## src/rtcc_consts.vh

```
/*
 Register indices, field positions, reset values and timing figures
 of the real-time counter block. Assumes an APB slave that maps each
 register index to byte address index*4.
*/
//
// Function
// - Sign bit clear slows the prescaler by swallowing correction clocks.
// - Sign bit set speeds the prescaler; software must use divide_by_two or more.
// - Seven-bit magnitude is correction clocks per million counter clocks.
// - Two-bit clock_source_field picks fast, slow, crystal or external pin source.
// - Counter is two bytes, low then high, resets to zero, writable.
// - Counter and period writes reach the counter domain after two counter clocks.
// - Period is low and high byte at consecutive indices, resets to all ones.
// - Compare is low and high byte at consecutive indices, resets to zero.
// - Interval field bits 6:3: zero off, 1..14 give 4..32768 cycles, 15 reserved.
// - periodic_timer_on in bit 0 switches the periodic timer on or off.
// - periodic_ctrl_sync_pending reads one while a control write is synchronised.
// - Correction is applied only while correction_enable is set.
// - wrap_flag sets when counter reaches period and wraps; write one clears.
// - Compare flag sets when counter equals compare; write one clears.
// - periodic_event_flag sets on each periodic event; write one clears.
`ifndef RTCC_CONSTS_VH
`define RTCC_CONSTS_VH

// ****************************************************************
// Register indices (byte address is index times four)
// ****************************************************************
`define RTCC_IDX_CTRL 6'h00
`define RTCC_IDX_STATUS 6'h01
`define RTCC_IDX_IMASK 6'h02
`define RTCC_IDX_IFLAG 6'h03
`define RTCC_IDX_CORR 6'h06
`define RTCC_IDX_CLKSRC 6'h07
`define RTCC_IDX_CNTL 6'h08
`define RTCC_IDX_CNTH 6'h09
`define RTCC_IDX_PERL 6'h0A
`define RTCC_IDX_PERH 6'h0B
`define RTCC_IDX_CMPL 6'h0C
`define RTCC_IDX_CMPH 6'h0D
`define RTCC_IDX_PITCTRL 6'h10
`define RTCC_IDX_PITSTAT 6'h11
`define RTCC_IDX_PITMASK 6'h12
`define RTCC_IDX_PITFLAG 6'h13

// ****************************************************************
// Field positions
// ****************************************************************
`define RTCC_CTRL_EN 0
`define RTCC_CTRL_CORRECTION_ENABLE 2
`define RTCC_CTRL_DIV_LSB 3
`define RTCC_CORR_SIGN 7
`define RTCC_FLAG_WRAP 0
`define RTCC_FLAG_CMP 1
`define RTCC_STAT_CNT 1
`define RTCC_STAT_PER 2
`define RTCC_PIT_ON 0
`define RTCC_PIT_IVL_LSB 3

// ****************************************************************
// Reset values and codes
// ****************************************************************
`define RTCC_CNT_RST 16'h0000
`define RTCC_PER_RST 16'hFFFF
`define RTCC_CMP_RST 16'h0000
`define RTCC_IVL_OFF 4'h0
`define RTCC_IVL_RSVD 4'hF
`define RTCC_SRC_FAST 2'h0
`define RTCC_SRC_SLOW 2'h1
`define RTCC_SRC_XTAL 2'h2
`define RTCC_SRC_EXT 2'h3

// ****************************************************************
// Timing
// ****************************************************************
`define RTCC_SYNC_TICKS 2'd2
`define RTCC_PPM_SPAN 20'd1000000

`endif

```

## src/rtcc_presc.v

```verilog
/*
 Prescaler with crystal correction. Produces the counter advance pulse.
 Assumes tick is one pulse per selected counter clock edge.
*/
`timescale 1ns/1ps
module rtcc_presc (
  input wire clk,
  input wire rst,
  input wire tick,
  input wire [3:0] div,
  input wire corr_en,
  input wire sign,
  input wire [6:0] err,
  output reg adv
);
`include "rtcc_consts.vh"

  reg [15:0] pcount;
  reg [19:0] ppm_acc;
  reg [19:0] next_acc;
  reg [1:0] step;
  reg [15:0] next_pcount;
  reg corr_due;

  // ****************************************************************
  // Correction accumulator over each million counter clocks
  // ****************************************************************
  always @* begin
    next_acc = ppm_acc + {13'd0, err};
    corr_due = corr_en && (next_acc >= `RTCC_PPM_SPAN);
    if (!corr_due)
      step = 2'd1;
    else if (sign)
      step = 2'd2;
    else
      step = 2'd0;
    next_pcount = pcount + {14'd0, step};
  end

  always @(posedge clk) begin
    if (rst) begin
      pcount <= 16'h0000;
      ppm_acc <= 20'd0;
      adv <= 1'b0;
    end else begin
      adv <= 1'b0;
      if (tick) begin
        ppm_acc <= corr_due ? next_acc - `RTCC_PPM_SPAN :
                   (corr_en ? next_acc : 20'd0);
        pcount <= next_pcount;
        // Advance when the count shifted right by div changes
        adv <= ((next_pcount >> div) != (pcount >> div));
      end
    end
  end
endmodule

```

## src/rtcc_sync.v

```verilog
/*
 Write crossing for one register into the counter clock domain.
 Assumes tick is a one-cycle pulse per counter clock edge.
*/
`timescale 1ns/1ps
module rtcc_sync #(
  parameter W = 16
) (
  input wire clk,
  input wire rst,
  input wire wr,
  input wire [W-1:0] wdata,
  input wire tick,
  output reg busy,
  output reg apply,
  output reg [W-1:0] data
);
`include "rtcc_consts.vh"

  reg [1:0] seen;

  // ****************************************************************
  // Hold value, count two counter clocks, then apply
  // ****************************************************************
  always @(posedge clk) begin
    if (rst) begin
      busy <= 1'b0;
      apply <= 1'b0;
      seen <= 2'd0;
      data <= {W{1'b0}};
    end else begin
      apply <= 1'b0;
      if (wr) begin
        // A new write restarts the wait
        busy <= 1'b1;
        seen <= 2'd0;
        data <= wdata;
      end else if (busy && tick) begin
        if (seen + 2'd1 == `RTCC_SYNC_TICKS) begin
          busy <= 1'b0;
          apply <= 1'b1;
        end
        seen <= seen + 2'd1;
      end
    end
  end
endmodule

```

## src/rtcc_top.v

```verilog
/*
 Real-time counter register block: APB slave, clock source select,
 counter, period, compare, periodic timer and interrupt.
 Assumes the four source inputs are levels synchronous to clk and
 much slower than it; each rising edge of the chosen one is a
 counter clock.
*/
`timescale 1ns/1ps
module rtcc_top (
  input wire clk,
  input wire rst,
  input wire psel,
  input wire penable,
  input wire pwrite,
  input wire [7:0] paddr,
  input wire [31:0] pwdata,
  output reg [31:0] prdata,
  output reg pready,
  output reg pslverr,
  input wire internal_fast_osc,
  input wire internal_slow_osc,
  input wire crystal_osc,
  input wire external_clock_pin,
  output reg irq
);
`include "rtcc_consts.vh"

  // ****************************************************************
  // Register state
  // ****************************************************************
  reg [7:0] ctrl;
  reg [7:0] crystal_correction;
  reg [1:0] clock_source_field;
  reg [15:0] counter_value;
  reg [15:0] period_value;
  reg [15:0] compare_value;
  reg [7:0] periodic_timer_control;
  reg [15:0] period_live;
  reg [7:0] pit_live;
  reg [1:0] flags;
  reg [1:0] mask;
  reg periodic_event_flag;
  reg pit_mask;
  reg src_prev;
  reg rtc_tick;
  reg [14:0] pit_count;

  wire access = psel && penable && pready;
  wire wr_en = access && pwrite;
  wire [5:0] idx = paddr[7:2];
  wire [7:0] wb = pwdata[7:0];
  wire cnt_busy;
  wire cnt_apply;
  wire [15:0] cnt_data;
  wire per_busy;
  wire per_apply;
  wire [15:0] per_data;
  wire pit_busy;
  wire pit_apply;
  wire [7:0] pit_data;
  wire adv;

  // ****************************************************************
  // Address decode, shared by read and error answer
  // ****************************************************************
  function mapped;
    input [5:0] i;
    begin
      case (i)
        `RTCC_IDX_CTRL, `RTCC_IDX_STATUS, `RTCC_IDX_IMASK,
        `RTCC_IDX_IFLAG, `RTCC_IDX_CORR, `RTCC_IDX_CLKSRC,
        `RTCC_IDX_CNTL, `RTCC_IDX_CNTH, `RTCC_IDX_PERL,
        `RTCC_IDX_PERH, `RTCC_IDX_CMPL, `RTCC_IDX_CMPH,
        `RTCC_IDX_PITCTRL, `RTCC_IDX_PITSTAT, `RTCC_IDX_PITMASK,
        `RTCC_IDX_PITFLAG: mapped = 1'b1;
        default: mapped = 1'b0;
      endcase
    end
  endfunction

  function wr_at;
    input [5:0] i;
    begin
      wr_at = wr_en && (idx == i);
    end
  endfunction

  // ****************************************************************
  // Counter clock source and edge
  // ****************************************************************
  reg src_now;
  always @* begin
    case (clock_source_field)
      `RTCC_SRC_FAST: src_now = internal_fast_osc;
      `RTCC_SRC_SLOW: src_now = internal_slow_osc;
      `RTCC_SRC_XTAL: src_now = crystal_osc;
      default: src_now = external_clock_pin;
    endcase
  end

  // A source switch may yield one stray tick; harmless for a counter
  always @(posedge clk) begin
    if (rst) begin
      src_prev <= 1'b0;
      rtc_tick <= 1'b0;
    end else begin
      src_prev <= src_now;
      rtc_tick <= src_now && !src_prev;
    end
  end

  // ****************************************************************
  // Write crossings into the counter domain
  // ****************************************************************
  rtcc_sync #(.W(16)) u_cnt_sync (
    .clk(clk),
    .rst(rst),
    .wr(wr_at(`RTCC_IDX_CNTL) || wr_at(`RTCC_IDX_CNTH)),
    .wdata(wr_at(`RTCC_IDX_CNTL) ? {counter_value[15:8], wb} :
           {wb, counter_value[7:0]}),
    .tick(rtc_tick),
    .busy(cnt_busy),
    .apply(cnt_apply),
    .data(cnt_data)
  );

  rtcc_sync #(.W(16)) u_per_sync (
    .clk(clk),
    .rst(rst),
    .wr(wr_at(`RTCC_IDX_PERL) || wr_at(`RTCC_IDX_PERH)),
    .wdata(wr_at(`RTCC_IDX_PERL) ? {period_value[15:8], wb} :
           {wb, period_value[7:0]}),
    .tick(rtc_tick),
    .busy(per_busy),
    .apply(per_apply),
    .data(per_data)
  );

  rtcc_sync #(.W(8)) u_pit_sync (
    .clk(clk),
    .rst(rst),
    .wr(wr_at(`RTCC_IDX_PITCTRL)),
    .wdata({1'b0, wb[6:3], 2'b00, wb[0]}),
    .tick(rtc_tick),
    .busy(pit_busy),
    .apply(pit_apply),
    .data(pit_data)
  );

  // ****************************************************************
  // Prescaler with correction
  // ****************************************************************
  rtcc_presc u_presc (
    .clk(clk),
    .rst(rst),
    .tick(rtc_tick && ctrl[`RTCC_CTRL_EN]),
    .div(ctrl[`RTCC_CTRL_DIV_LSB+3:`RTCC_CTRL_DIV_LSB]),
    .corr_en(ctrl[`RTCC_CTRL_CORRECTION_ENABLE]),
    .sign(crystal_correction[`RTCC_CORR_SIGN]),
    .err(crystal_correction[6:0]),
    .adv(adv)
  );

  // ****************************************************************
  // Periodic timer event
  // ****************************************************************
  wire [3:0] ivl = pit_live[`RTCC_PIT_IVL_LSB+3:`RTCC_PIT_IVL_LSB];
  wire pit_run = pit_live[`RTCC_PIT_ON] && (ivl != `RTCC_IVL_OFF) &&
                 (ivl != `RTCC_IVL_RSVD);
  // Code n gives 2^(n+1) counter clocks between events
  wire [14:0] ivl_mask = (15'h7FFF >> (4'd14 - ivl));
  wire pit_event = rtc_tick && pit_run &&
                   ((pit_count & ivl_mask) == ivl_mask);

  always @(posedge clk) begin
    if (rst) begin
      pit_count <= 15'h0000;
    end else if (!pit_run) begin
      pit_count <= 15'h0000;
    end else if (rtc_tick) begin
      pit_count <= pit_count + 15'h0001;
    end
  end

  // ****************************************************************
  // Counter, period and periodic timer control in the counter domain
  // ****************************************************************
  wire wrap_hit = adv && (counter_value == period_live);
  wire [15:0] next_count = wrap_hit ? 16'h0000 :
                           counter_value + 16'h0001;

  always @(posedge clk) begin
    if (rst) begin
      counter_value <= `RTCC_CNT_RST;
      period_live <= `RTCC_PER_RST;
      pit_live <= 8'h00;
    end else begin
      if (cnt_apply) begin
        counter_value <= cnt_data;
      end else if (adv) begin
        counter_value <= next_count;
      end
      if (per_apply) begin
        period_live <= per_data;
      end
      if (pit_apply) begin
        pit_live <= pit_data;
      end
    end
  end

  // ****************************************************************
  // Software registers
  // ****************************************************************
  always @(posedge clk) begin
    if (rst) begin
      ctrl <= 8'h00;
      crystal_correction <= 8'h00;
      clock_source_field <= `RTCC_SRC_FAST;
      period_value <= `RTCC_PER_RST;
      compare_value <= `RTCC_CMP_RST;
      periodic_timer_control <= 8'h00;
      mask <= 2'b00;
      pit_mask <= 1'b0;
    end else begin
      if (wr_at(`RTCC_IDX_CTRL))
        ctrl <= {1'b0, wb[6:3], wb[2], 1'b0, wb[0]};
      if (wr_at(`RTCC_IDX_CORR))
        crystal_correction <= wb;
      if (wr_at(`RTCC_IDX_CLKSRC))
        clock_source_field <= wb[1:0];
      if (wr_at(`RTCC_IDX_PERL))
        period_value[7:0] <= wb;
      if (wr_at(`RTCC_IDX_PERH))
        period_value[15:8] <= wb;
      if (wr_at(`RTCC_IDX_CMPL))
        compare_value[7:0] <= wb;
      if (wr_at(`RTCC_IDX_CMPH))
        compare_value[15:8] <= wb;
      if (wr_at(`RTCC_IDX_PITCTRL))
        periodic_timer_control <= {1'b0, wb[6:3], 2'b00, wb[0]};
      if (wr_at(`RTCC_IDX_IMASK))
        mask <= wb[1:0];
      if (wr_at(`RTCC_IDX_PITMASK))
        pit_mask <= wb[0];
    end
  end

  // ****************************************************************
  // Event flags: a set in the clearing cycle wins
  // ****************************************************************
  wire cmp_hit = adv && !cnt_apply && (next_count == compare_value);
  wire [1:0] flag_set;
  wire [1:0] flag_clr;
  assign flag_set[`RTCC_FLAG_WRAP] = wrap_hit && !cnt_apply;
  assign flag_set[`RTCC_FLAG_CMP] = cmp_hit;
  assign flag_clr = wr_at(`RTCC_IDX_IFLAG) ? wb[1:0] : 2'b00;

  always @(posedge clk) begin
    if (rst) begin
      flags <= 2'b00;
      periodic_event_flag <= 1'b0;
      irq <= 1'b0;
    end else begin
      flags <= (flags & ~flag_clr) | flag_set;
      if (pit_event)
        periodic_event_flag <= 1'b1;
      else if (wr_at(`RTCC_IDX_PITFLAG) && wb[0])
        periodic_event_flag <= 1'b0;
      irq <= |(flags & mask) || (periodic_event_flag && pit_mask);
    end
  end

  // ****************************************************************
  // APB answer: one wait state, registered data
  // ****************************************************************
  reg [7:0] rd;
  always @* begin
    case (idx)
      `RTCC_IDX_CTRL: rd = ctrl;
      `RTCC_IDX_STATUS: rd = {5'd0, per_busy, cnt_busy, 1'b0};
      `RTCC_IDX_IMASK: rd = {6'd0, mask};
      `RTCC_IDX_IFLAG: rd = {6'd0, flags};
      `RTCC_IDX_CORR: rd = crystal_correction;
      `RTCC_IDX_CLKSRC: rd = {6'd0, clock_source_field};
      `RTCC_IDX_CNTL: rd = counter_value[7:0];
      `RTCC_IDX_CNTH: rd = counter_value[15:8];
      `RTCC_IDX_PERL: rd = period_value[7:0];
      `RTCC_IDX_PERH: rd = period_value[15:8];
      `RTCC_IDX_CMPL: rd = compare_value[7:0];
      `RTCC_IDX_CMPH: rd = compare_value[15:8];
      `RTCC_IDX_PITCTRL: rd = periodic_timer_control;
      `RTCC_IDX_PITSTAT: rd = {7'd0, pit_busy};
      `RTCC_IDX_PITMASK: rd = {7'd0, pit_mask};
      `RTCC_IDX_PITFLAG: rd = {7'd0, periodic_event_flag};
      default: rd = 8'h00;
    endcase
  end

  always @(posedge clk) begin
    if (rst) begin
      pready <= 1'b0;
      prdata <= 32'h00000000;
      pslverr <= 1'b0;
    end else begin
      if (psel && penable && !pready) begin
        pready <= 1'b1;
        prdata <= (!pwrite && mapped(idx)) ? {24'd0, rd} : 32'h00000000;
        pslverr <= !mapped(idx);
      end else begin
        pready <= 1'b0;
        pslverr <= 1'b0;
      end
    end
  end
endmodule

```

## config.mk

```make
export PLATFORM = sky130hd
export DESIGN_NAME = rtcc_top
export DESIGN_NICKNAME = d
export VERILOG_FILES = /design/src/rtcc_presc.v /design/src/rtcc_sync.v /design/src/rtcc_top.v
export VERILOG_INCLUDE_DIRS = /design/src
export SDC_FILE = /design/constraint.sdc
export NUM_CORES = 1
export LEC_CHECK = 0
export BUFFER_PORTS_ARGS = -buffer_cell sky130_fd_sc_hd__buf_2
export CAP_MARGIN = 10
export CORE_UTILIZATION = 53
export DETAILED_ROUTE_END_ITERATION = 8
export PLACE_DENSITY = 0.74
export SYNTH_ARGS = -nofsm -noshare
export SYNTH_HDL_FRONTEND = slang
export SYNTH_SLANG_ARGS = --single-unit
```

## constraint.sdc

```tcl
create_clock -name clk -period 8 [get_ports clk]
set_input_delay 1.2 -clock clk [delete_from_list [all_inputs] [get_ports clk]]
set_output_delay 1.2 -clock clk [all_outputs]
set_load 0.03 [all_outputs]
```

Yosys cells after proc, flatten, opt, wreduce, memory -nomap -nowiden
Memory sizes are Yosys's and may differ from the RTL's.
Index checks and enable logic that the tools add are counted.
{"block": "totals", "rom_bits": 64, "reg_bits": 229, "memories": 2, "in_bits": 49, "word_cells": 188}
{"block": "op_classes", "shift": 3, "magnitude_cmp": 1, "eq_ne": 25, "bitwise_logic": 11, "reduce_logical": 67, "n_mux": 34, "add_sub_neg": 9}
{"memory": "(no name shown)", "depth": 32, "width": 1, "rd": 1, "rd_clocked_by_memory_dff": 0, "write_ports": 0, "line_no": "rtcc_top.v:69", "rtl": "case (i)"}
{"memory": "(no name shown)", "depth": 32, "width": 1, "rd": 1, "rd_clocked_by_memory_dff": 0, "write_ports": 0, "line_no": "rtcc_top.v:69"}
{"op": "$pmux 8 s16", "n": 1}
{"op": "$mux 16", "n": 5}
{"op": "$mux 20", "n": 2}
{"op": "$eq 6x4->1 const B", "n": 6}
{"op": "$logic_and 1x1->1", "n": 35}
{"op": "$eq 16x16->1", "n": 2}
{"op": "$shr 16x4->16", "n": 2}
{"op": "$eq 6x5->1 const B", "n": 4}
{"op": "$mux 1", "n": 21}
{"op": "$add 20x7->20", "n": 1}
{"op": "$ge 20x20->1 const B", "n": 1}
{"op": "$sub 20x20->20 const B", "n": 1}
{"op": "$add 16x1->16 const B", "n": 1}
{"op": "$add 16x2->16", "n": 1}
{"op": "$ne 16x16->1", "n": 1}
{"op": "$reduce_bool 2->1", "n": 8}
{"op": "$add 15x1->15 const B", "n": 1}
{"op": "$and 15x15->15", "n": 1}
{"op": "$eq 15x15->1", "n": 1}
{"op": "$shr 15x4->15 const A", "n": 1}
{"op": "$reduce_or 2->1", "n": 7}
{"op": "$eq 6x2->1 const B", "n": 2}
{"op": "$eq 6x3->1 const B", "n": 2}
{"op": "$reduce_or 3->1", "n": 3}
{"op": "19 further kinds", "n": 40}

Longest topological paths before layout
Gate-level depths: netlist (run 1).
{"block": "depth", "word_depth": 8, "mapped_depth": 26, "depth_no_buf": 25}

Modules after synthesis
A second synthesis (run 1) with hierarchy kept.
{"block": "hier_totals", "cells_unflattened": 1612, "area_unflattened_um2": 13457.9}
{"module": "rtcc_top", "cells_each": 841, "instances": 1, "area_per_inst_um2": 7120.6}
{"module": "rtcc_presc", "cells_each": 593, "instances": 1, "area_per_inst_um2": 4383.0}
{"module": "rtcc_sync (u_cnt_sync ...)", "cells_each": 68, "instances": 2, "area_per_inst_um2": 747.0}
{"module": "rtcc_sync (u_pit_sync)", "cells_each": 42, "instances": 1, "area_per_inst_um2": 460.4}

Least setup slack after synthesis (run 1)
Ideal clock, no wire load.
{"block": "synth_path", "kind": "register -> register", "startpoint": "register crystal_correction[0]", "endpoint": "register u_presc.adv", "setup_ps": 133, "path_slack_ps": 2135, "synth_period_minus_slack_ps": 5865, "t_arrival_ps": 5732, "path_stages_with_launch": 26, "required_ps": 7867, "path_cell_list": "dfxtp_1 -> ha_1 -> fa_1 -> a211o_1 -> a21boi_2 -> xnor2_1 -> inv_1 -> ha_1 -> inv_1 -> or4_1 -> o2111ai_2 -> nand4_2 -> o21a_4 -> buf_4 -> and2_1 -> fa_1 -> and3_1 -> clkbuf_1 -> and3_1 -> xor2_1 -> o2111a_1 -> o31a_1 -> a211oi_1 -> o22ai_1 -> nor4b_1 -> a311oi_1"}
{"block": "synth_via", "elab_chain_cells": 7}
{"element": "start: declaration", "line_no": "rtcc_top.v:32", "rtl": "reg [7:0] crystal_correction;"}
{"element": "start signal: assignment", "line_no": "rtcc_top.v:229", "rtl": "crystal_correction <= wb;"}
{"element": "$add 20x7->20", "line_no": "rtcc_presc.v:29", "rtl": "next_acc = ppm_acc + {13'd0, err};"}
{"element": "$ge 20x20->1 (no source line)"}
{"element": "$logic_and 1x1->1", "line_no": "rtcc_presc.v:30", "rtl": "corr_due = corr_en && (next_acc >= `RTCC_PPM_SPAN);"}
{"element": "$mux 2", "line_no": "rtcc_presc.v:31", "rtl": "if (!corr_due)"}
{"element": "$add 16x2->16", "line_no": "rtcc_presc.v:37", "rtl": "next_pcount = pcount + {14'd0, step};"}
{"element": "$shr 16x4->16", "line_no": "rtcc_presc.v:52", "rtl": "adv <= ((next_pcount >> div) != (pcount >> div));"}
{"element": "$ne 16x16->1", "line_no": "rtcc_presc.v:52"}
{"element": "end signal: assignment", "line_no": "rtcc_presc.v:52"}
{"element": "end: declaration", "line_no": "rtcc_presc.v:14", "rtl": "output reg adv"}
No other way between the ends.
A chain may end at the register's enable or synchronous reset.

Worst setup path after layout (run 1)
{"block": "layout_path", "startpoint": "register crystal_correction[6]", "endpoint": "register u_presc.adv"}
The elaborated chain is that of the path after synthesis.

==> summary.md, run 1 <==
| Metric | Value |
|---|---|
| Critical path arrival | `6.92 ns` |
| Fin area | `13500 µm²` |
| Worst setup EP type | `flip-flop` |
| Layout cell share with drive strength beyond 1 | `8.55%` |
| Netlist cell types | `92` |
| Clock Latency Late Sink | `0.51 ns` |
| Routability congestion estimate | `0.891` |
| Post-route minimum period | `6.57 ns` |
| Crit Path Class | `flip-flop to flip-flop` |
| Aggregate global routing overflow | `0` |
| Vias/cell | `6.15` |
| Yosys warning count | `0` |
| Commonest cells in the netlist | `dfxtp_1 (205), nand2_1 (198), nor2_1 (176)` |
| Initial antenna violation count | `0` |
| Placed Instances | `1847` |
| Crit Path Max Fanout | `14` |
| Max rail drop VDD | `0.148 mV` |
| Cell Area, Synth | `12600 µm²` |
| Longest Clk Path Bufs | `3` |
| Diode count | `0` |
| Worst path slowest cell | `or4_1` |
| Post-placement cell area | `12700 µm²` |
| CP bufs+invs | `1` |
| CTS H-tree lvls | `1` |
| Area Growth Syn to Fin | `7.32%` |
| CP Cell Sequence | `ha_1, a21oi_1, and2_1, nor2_1, xnor2_1, ha_1, inv_1, or4_1, o2111ai_2, nand4_2, o21a_4, and2_1, fa_1, and3_1, and3_1, xor2_1, o2111a_1, o31a_1, a211oi_1, o22ai_1, nor4b_1, a311oi_1` |
| Synth area leader | `dfxtp_1` |
| Chip Width | `156 µm` |
| Full die area | `24400 µm²` |
| Most common cell in the synthesized netlist | `dfxtp_1` |
| Largest cells by area after synthesis | `dfxtp_1 (33%), nand2_1 (5.9%), nor2_1 (5.2%)` |
| Post-route ant nets | `0` |
| CP Launch Type | `flip-flop` |
| Cts repair resizes | `0` |
| CP top delay family | `simple AND/OR/NAND/NOR gates` |
| Leak | `4.67 nW` |
| Post-Synthesis Cells | `1611` |
| Slew Viols, Final | `0` |
| Fin crit share | `82.1%` |
| Hold Path Class | `flip-flop to flip-flop` |
| Post-DP HPWL | `22200 µm` |
| Per-cell routed wire length | `17.5 µm` |
| Setup violations, final | `0` |
| Non-filler cells, final | `1887` |
| Worst Tran Pin Value | `1.12 ns` |
| Global-route wire length before repair | `53400 µm` |
| Site Rows | `56` |
| RSZ-0062 raised after global routing | `no` |
| Final Hold Fails | `0` |
| DRC | `0` |
| Post-synthesis sequential area ratio | `32.6%` |
| Clock Skew | `0.00795 ns` |
| Starting DRT DRC Count | `1126` |
| DR vias | `11600` |
| Post-layout util | `57.8%` |
| Cts bufs inserted | `24` |
| CORE AREA | `23400 µm²` |
| Root Driver | `clkbuf_16` |
| Post-synthesis async set-or-reset flop share | `0%` |
| Max Cap Violations | `0` |
| Post-synth top area share | `32.6%` |
| Starting density of the core | `53.8%` |
| Number of detailed-route iterations in the first pass | `8` |
| Number of global-route vias before repair | `10400` |
| Worst slew margin | `25.0%` |
| FMAX | `152 MHz` |
| Worst EP required | `8.35 ns` |
| Highest cell delay on the worst timing path | `0.54 ns` |
| # port buffers | `33` |
| Cell Pwr Density | `167 nW/µm²` |
| Total GRT Usage | `26.9%` |
| Primary FF master, synth | `dfxtp_1` |
| Clk sinks | `205` |
| Largest net degree at the start of global routing | `109` |
| Die Y | `156 µm` |
| TritonCTS clock tree | `built` |
| Synth Area per Inst | `7.82 µm²` |
| Ports | `84` |
| Clock slew at reported path FFs | `0.06 ns` |
| Hold_buf cts | `0` |
| Register bit count reported by yosys | `205` |
| Number of flops mapped to enable cells by yosys | `0` |
| Post-CTS Setup Inserts | `0` |
| Final WL | `33000 µm` |
| Fin nets | `1626` |
| Status | `completed` |
| TNS Setup | `0 ns` |
kinds of logic (layout without fill, tap and decap cells):
family / count (synthesis) / in the layout / synth area share, %
fa+ha+maj: 23 / 23 / 2.40
flops: 205 / 205 / 32.6
buf+inv: 185 / 119 / 6.44
xor+xnor: 94 / 94 / 6.54
other cells: 1 / 24 / 0.0298
mux: 65 / 65 / 6.25
compound gates: 393 / 393 / 21.5
simple gates: 645 / 645 / 24.3
worst paths after layout:
| path | start | to | slack, ns | cells after the start |
|---|---|---|---|---|
| setup / recovery | crystal_correction[6] | u_presc.adv | 1.43 | 22 |
| hold / removal | src_prev | rtc_tick | 0.39 | 1 |
| setup reg to reg | crystal_correction[6] | u_presc.adv | 1.43 | 22 |
| hold reg to reg | src_prev | rtc_tick | 0.39 | 1 |
final cells by class:
type                            count  area [µm²]
Clock buffer                       33         686
Clock inverter                      7         135
Fill cell                        2134        9880
Inverter                           29         109
Multi-Input combinational cell   1244        7790
Sequential cell                   205        4100
Tap cell                          319         399
Timing Repair Buffer               50         299
through the flow:
step / total power, W / worst slack (ns) / hold WS [ns]
2_1_floorplan: 0.00112 / 2.13 / 0.367
3_3_place_gp: 0.00113 / 1.65 / 0.375
3_5_place_dp: 0.00113 / 1.54 / 0.383
4_1_cts: 0.00228 / 1.49 / 0.394
5_1_grt: 0.00233 / 1.01 / 0.408
6_report: 0.00226 / 1.43 / 0.390
where the power goes:
part           internal [W]  switching (W)  total [W]
logic             0.0000201      0.0000650  0.0000851
clock network      0.000722       0.000428    0.00115
registers           0.00102     0.00000314    0.00103
worst reg2reg max path, stage by stage, from the launching register on:
cell	delay (ns)
dfxtp_1	0.33
ha_1	0.47
a21oi_1	0.39
and2_1	0.32
nor2_1	0.16
xnor2_1	0.28
ha_1	0.23
inv_1	0.08
or4_1	0.55
o2111ai_2	0.17
nand4_2	0.21
o21a_4	0.32
and2_1	0.21
fa_1	0.52
and3_1	0.31
and3_1	0.26
xor2_1	0.17
o2111a_1	0.28
o31a_1	0.25
a211oi_1	0.26
o22ai_1	0.11
nor4b_1	0.38
a311oi_1	0.14
layout by cell type (no fill, tap or decap), drive strengths merged, types with 12 or more instances in the layout:
master / instances
nor4: 16
a211o: 22
mux2i: 46
xnor2: 34
conb: 24
nand3: 69
a31oi: 20
nand2: 198
nor2: 176
nor2b: 29
o21ai: 51
or3: 12
and3: 22
inv: 28
nand4: 26
a22oi: 31
xor2: 60
buf: 50
nor3: 41
dfxtp: 205
a211oi: 38
ha: 21
clkbuf: 33
a21oi: 116
layer usage:
layer	track usage, %	wire [µm]	vias up
li1	-	-	5623
met1	37.9	15200	5495
met2	42.0	14600	435
met3	4.61	2560	47
met4	7.38	673	0
met5	0	0	-
registers in the layout, summed over array words and instances (netlist names), 8 cells and up:
register	cells
compare_value	16
counter_value	16
crystal_correction	8
period_live	16
period_value	16
pit_count	15
prdata	8
u_cnt_sync.data	16
u_per_sync.data	16
u_presc.pcount	16
u_presc.ppm_acc	20
Power figures use the tool's default switching activity.
==> run 2, diff against run 1 <==
PLACE_DENSITY = 0.77   (was 0.74)
clock period = 5.8 ns   (was 8 ns; I/O delays follow)
==> run 2 against run 1 <==
Core utilization rose by 0.78 points; count of clock-buffer cells in the layout fell by 1; design area up 1.4%; largest cell class unchanged; maximum frequency increased by 19%.
==> summary.md, run 2 (same netlist as run 1, synthesis figures left out) <==
| Metric | Value |
|---|---|
| Status | `completed` |
| Final Hold Fails | `0 (unchanged)` |
| Site Rows | `56 (unchanged)` |
| Crit Path Max Fanout | `6 (-8)` |
| Max reg flops | `20 (unchanged)` |
| Per-cell routed wire length | `17.6 µm (+0.58%)` |
| Area Growth Syn to Fin | `8.77%` |
| Number of detailed-route iterations in the first pass | `6 (-2)` |
| Aggregate global routing overflow | `0 (unchanged)` |
| Most frequent cells in the layout | `dfxtp_1 (205), nand2_1 (198), nor2_1 (175), a21oi_1 (115), nand3_1 (68)` |
| DR vias | `11800 (+1.6%)` |
| Slew Viols, Final | `0 (unchanged)` |
| Hold_buf cts | `0 (unchanged)` |
| Full die area | `24400 µm² (unchanged)` |
| RR Startpoint | `crystal_correction[0]` |
| Root Driver | `clkbuf_16` |
| Final WL | `33500 µm (+1.4%)` |
| CTS H-tree lvls | `1 (unchanged)` |
| R2r endpoint | `u_presc.adv` |
| Worst setup EP type | `flip-flop` |
| Worst Tran Pin Value | `1.26 ns (+0.137 ns)` |
| CP Cell Sequence | `ha_2, fa_2, a211o_1, a21boi_2, xnor2_2, inv_1, ha_1, inv_1, or4_1, o2111ai_2, nand4_2, o21a_4, and2_1, fa_2, and3_4, and3_2, xor2_1, mux4_2, xor2_1, nor2_1, a211o_1, a311oi_1` |
| Cell Pwr Density | `223 nW/µm² (+33%)` |
| CORE AREA | `23400 µm² (unchanged)` |
| R2R cell count | `22 (unchanged)` |
| Total GRT Usage | `27.3% (+0.41 points)` |
| Die Y | `156 µm (unchanged)` |
| Ports | `84 (unchanged)` |
| Max Cap Violations | `0 (unchanged)` |
| Leak | `4.76 nW (+2.1%)` |
| Worst slew margin | `15.5% (-9.5 points)` |
| Setup violations, final | `0 (unchanged)` |
| Crit path from | `crystal_correction[0]` |
| Most common cell after layout, fill and taps aside | `dfxtp_1` |
| FMAX | `180 MHz (+19%)` |
| Largest net degree at the start of global routing | `136 (+25%)` |
| Post-layout util | `58.5% (+0.78 points)` |
| Post-DP HPWL | `22600 µm (+1.7%)` |
| Fillers | `2151 (+0.80%)` |
| Clock Latency Late Sink | `0.52 ns (about the same)` |
| CP Launch Type | `flip-flop` |
| Critical path arrival | `5.97 ns (-0.95 ns)` |
| HP Start | `src_prev` |
| Clock slew at reported path FFs | `0.06 ns (about the same)` |
| Reg area | `4100 µm² (unchanged)` |
| Post-route minimum period | `5.54 ns (-1.03 ns)` |
| Starting DRT DRC Count | `1343 (+19%)` |
| Longest Clk Path Bufs | `3 (unchanged)` |
| Routability congestion estimate | `0.917 (+2.9%)` |
| Fin area | `13700 µm² (+1.4%)` |
| Cts bufs inserted | `24 (unchanged)` |
| DRC | `0 (unchanged)` |
| Fin crit share | `95.5% (+13 points)` |
| Post-route ant nets | `0 (unchanged)` |
| Global-route wire length before repair | `54400 µm (+1.9%)` |
| Number of global-route vias before repair | `10700 (+3.6%)` |
| Reg2reg setup slack | `0.26 ns (-1.17 ns)` |
| TritonCTS clock tree | `built` |
| Multi-input logic area | `7880 µm² (+1.2%)` |
| Chip Width | `156 µm (unchanged)` |
| Fin nets | `1641 (+0.92%)` |
| Hold Path Class | `flip-flop to flip-flop` |
| Vias/cell | `6.20 (+0.80%)` |
| Hold path depth | `1 (unchanged)` |
| Layout cell share with drive strength beyond 1 | `10.6% (+2.0 points)` |
| Initial antenna violation count | `1 (+1)` |
| Hold EP | `rtc_tick` |
| Max rail drop VDD | `0.188 mV (+27%)` |
| Worst EP required | `6.23 ns (-2.12 ns)` |
| Post-placement cell area | `12800 µm² (+0.85%)` |
| # port buffers | `33 (unchanged)` |
| Crit Path Class | `flip-flop to flip-flop` |
| Clk sinks | `205 (unchanged)` |
| Top reg by flops | `u_presc.ppm_acc` |
| Starting density of the core | `53.8% (unchanged)` |
| Total power | `0.00305 W (+35%)` |
| Worst path slowest cell | `or4_1` |
| Clock Skew | `0.0114 ns (+0.00347 ns)` |
| Highest cell delay on the worst timing path | `0.54 ns (about the same)` |
==> run 2: worst max path at each step <==
stage,end
6_report,u_presc.adv
3_5_place_dp,u_presc.adv
3_3_place_gp,u_presc.adv
2_1_floorplan,u_presc.adv
4_1_cts,u_presc.adv
5_1_grt,u_presc.adv
==> run 2: routing by layer <==
layer	routed length [µm]	vias to the layer above	GRT usage (%)
li1	-	5649	-
met1	15100	5619	38.2
met2	15100	456	43.6
met3	2550	62	3.42
met4	762	0	8.26
met5	0	-	0
==> run 2: cell type report <==
type	count	area share, %
tap	319	2.91
timing repair buffer	65	3.00
clock inverter	7	0.621
sequential	205	30.0
clock buffer	32	5.20
antenna	1	0.0183
inverter	29	0.794
multi-input combinational	1244	57.5
==> run 2: what timing repair did <==
action / CTS / global route
pin swaps: 0 / 4
setup endpoints to repair: 1 / 1
gates resized for setup: 2 / 15
buffers inserted: 0 / 1
gates cloned: 0 / 0
==> run 2: worst max-delay path: cells and delay by family, from the launching register on <==
kind	cells	cell delay, ns
compound gates	6	1.44
buf+inv	2	0.16
flops	1	0.34
simple gates	6	1.39
xor+xnor	3	0.47
mux	1	0.49
fa+ha+maj	4	1.16
==> run 2: metrics by stage <==
step | hold WS [ns] | std cells | TNS [ns] | setup WS (ns)
after CTS | 0.389 | 1900 | 0 | 0.00973
after global routing | 0.394 | 1901 | -0.0364 | -0.0364
after global placement | 0.373 | 1861 | 0 | 0.0441
final | 0.386 | 1902 | 0 | 0.259
after detailed placement | 0.383 | 1861 | -0.0647 | -0.0647
after floorplan | 0.367 | 1634 | 0 | 0.0236
==> run 2: power breakdown <==
group	total [W]	internal [W]	switching, W
Combinational	0.000116	0.0000275	0.0000882
Clock	0.00152	0.000939	0.000585
Sequential	0.00142	0.00141	0.00000457
Total	0.00305	0.00238	0.000678
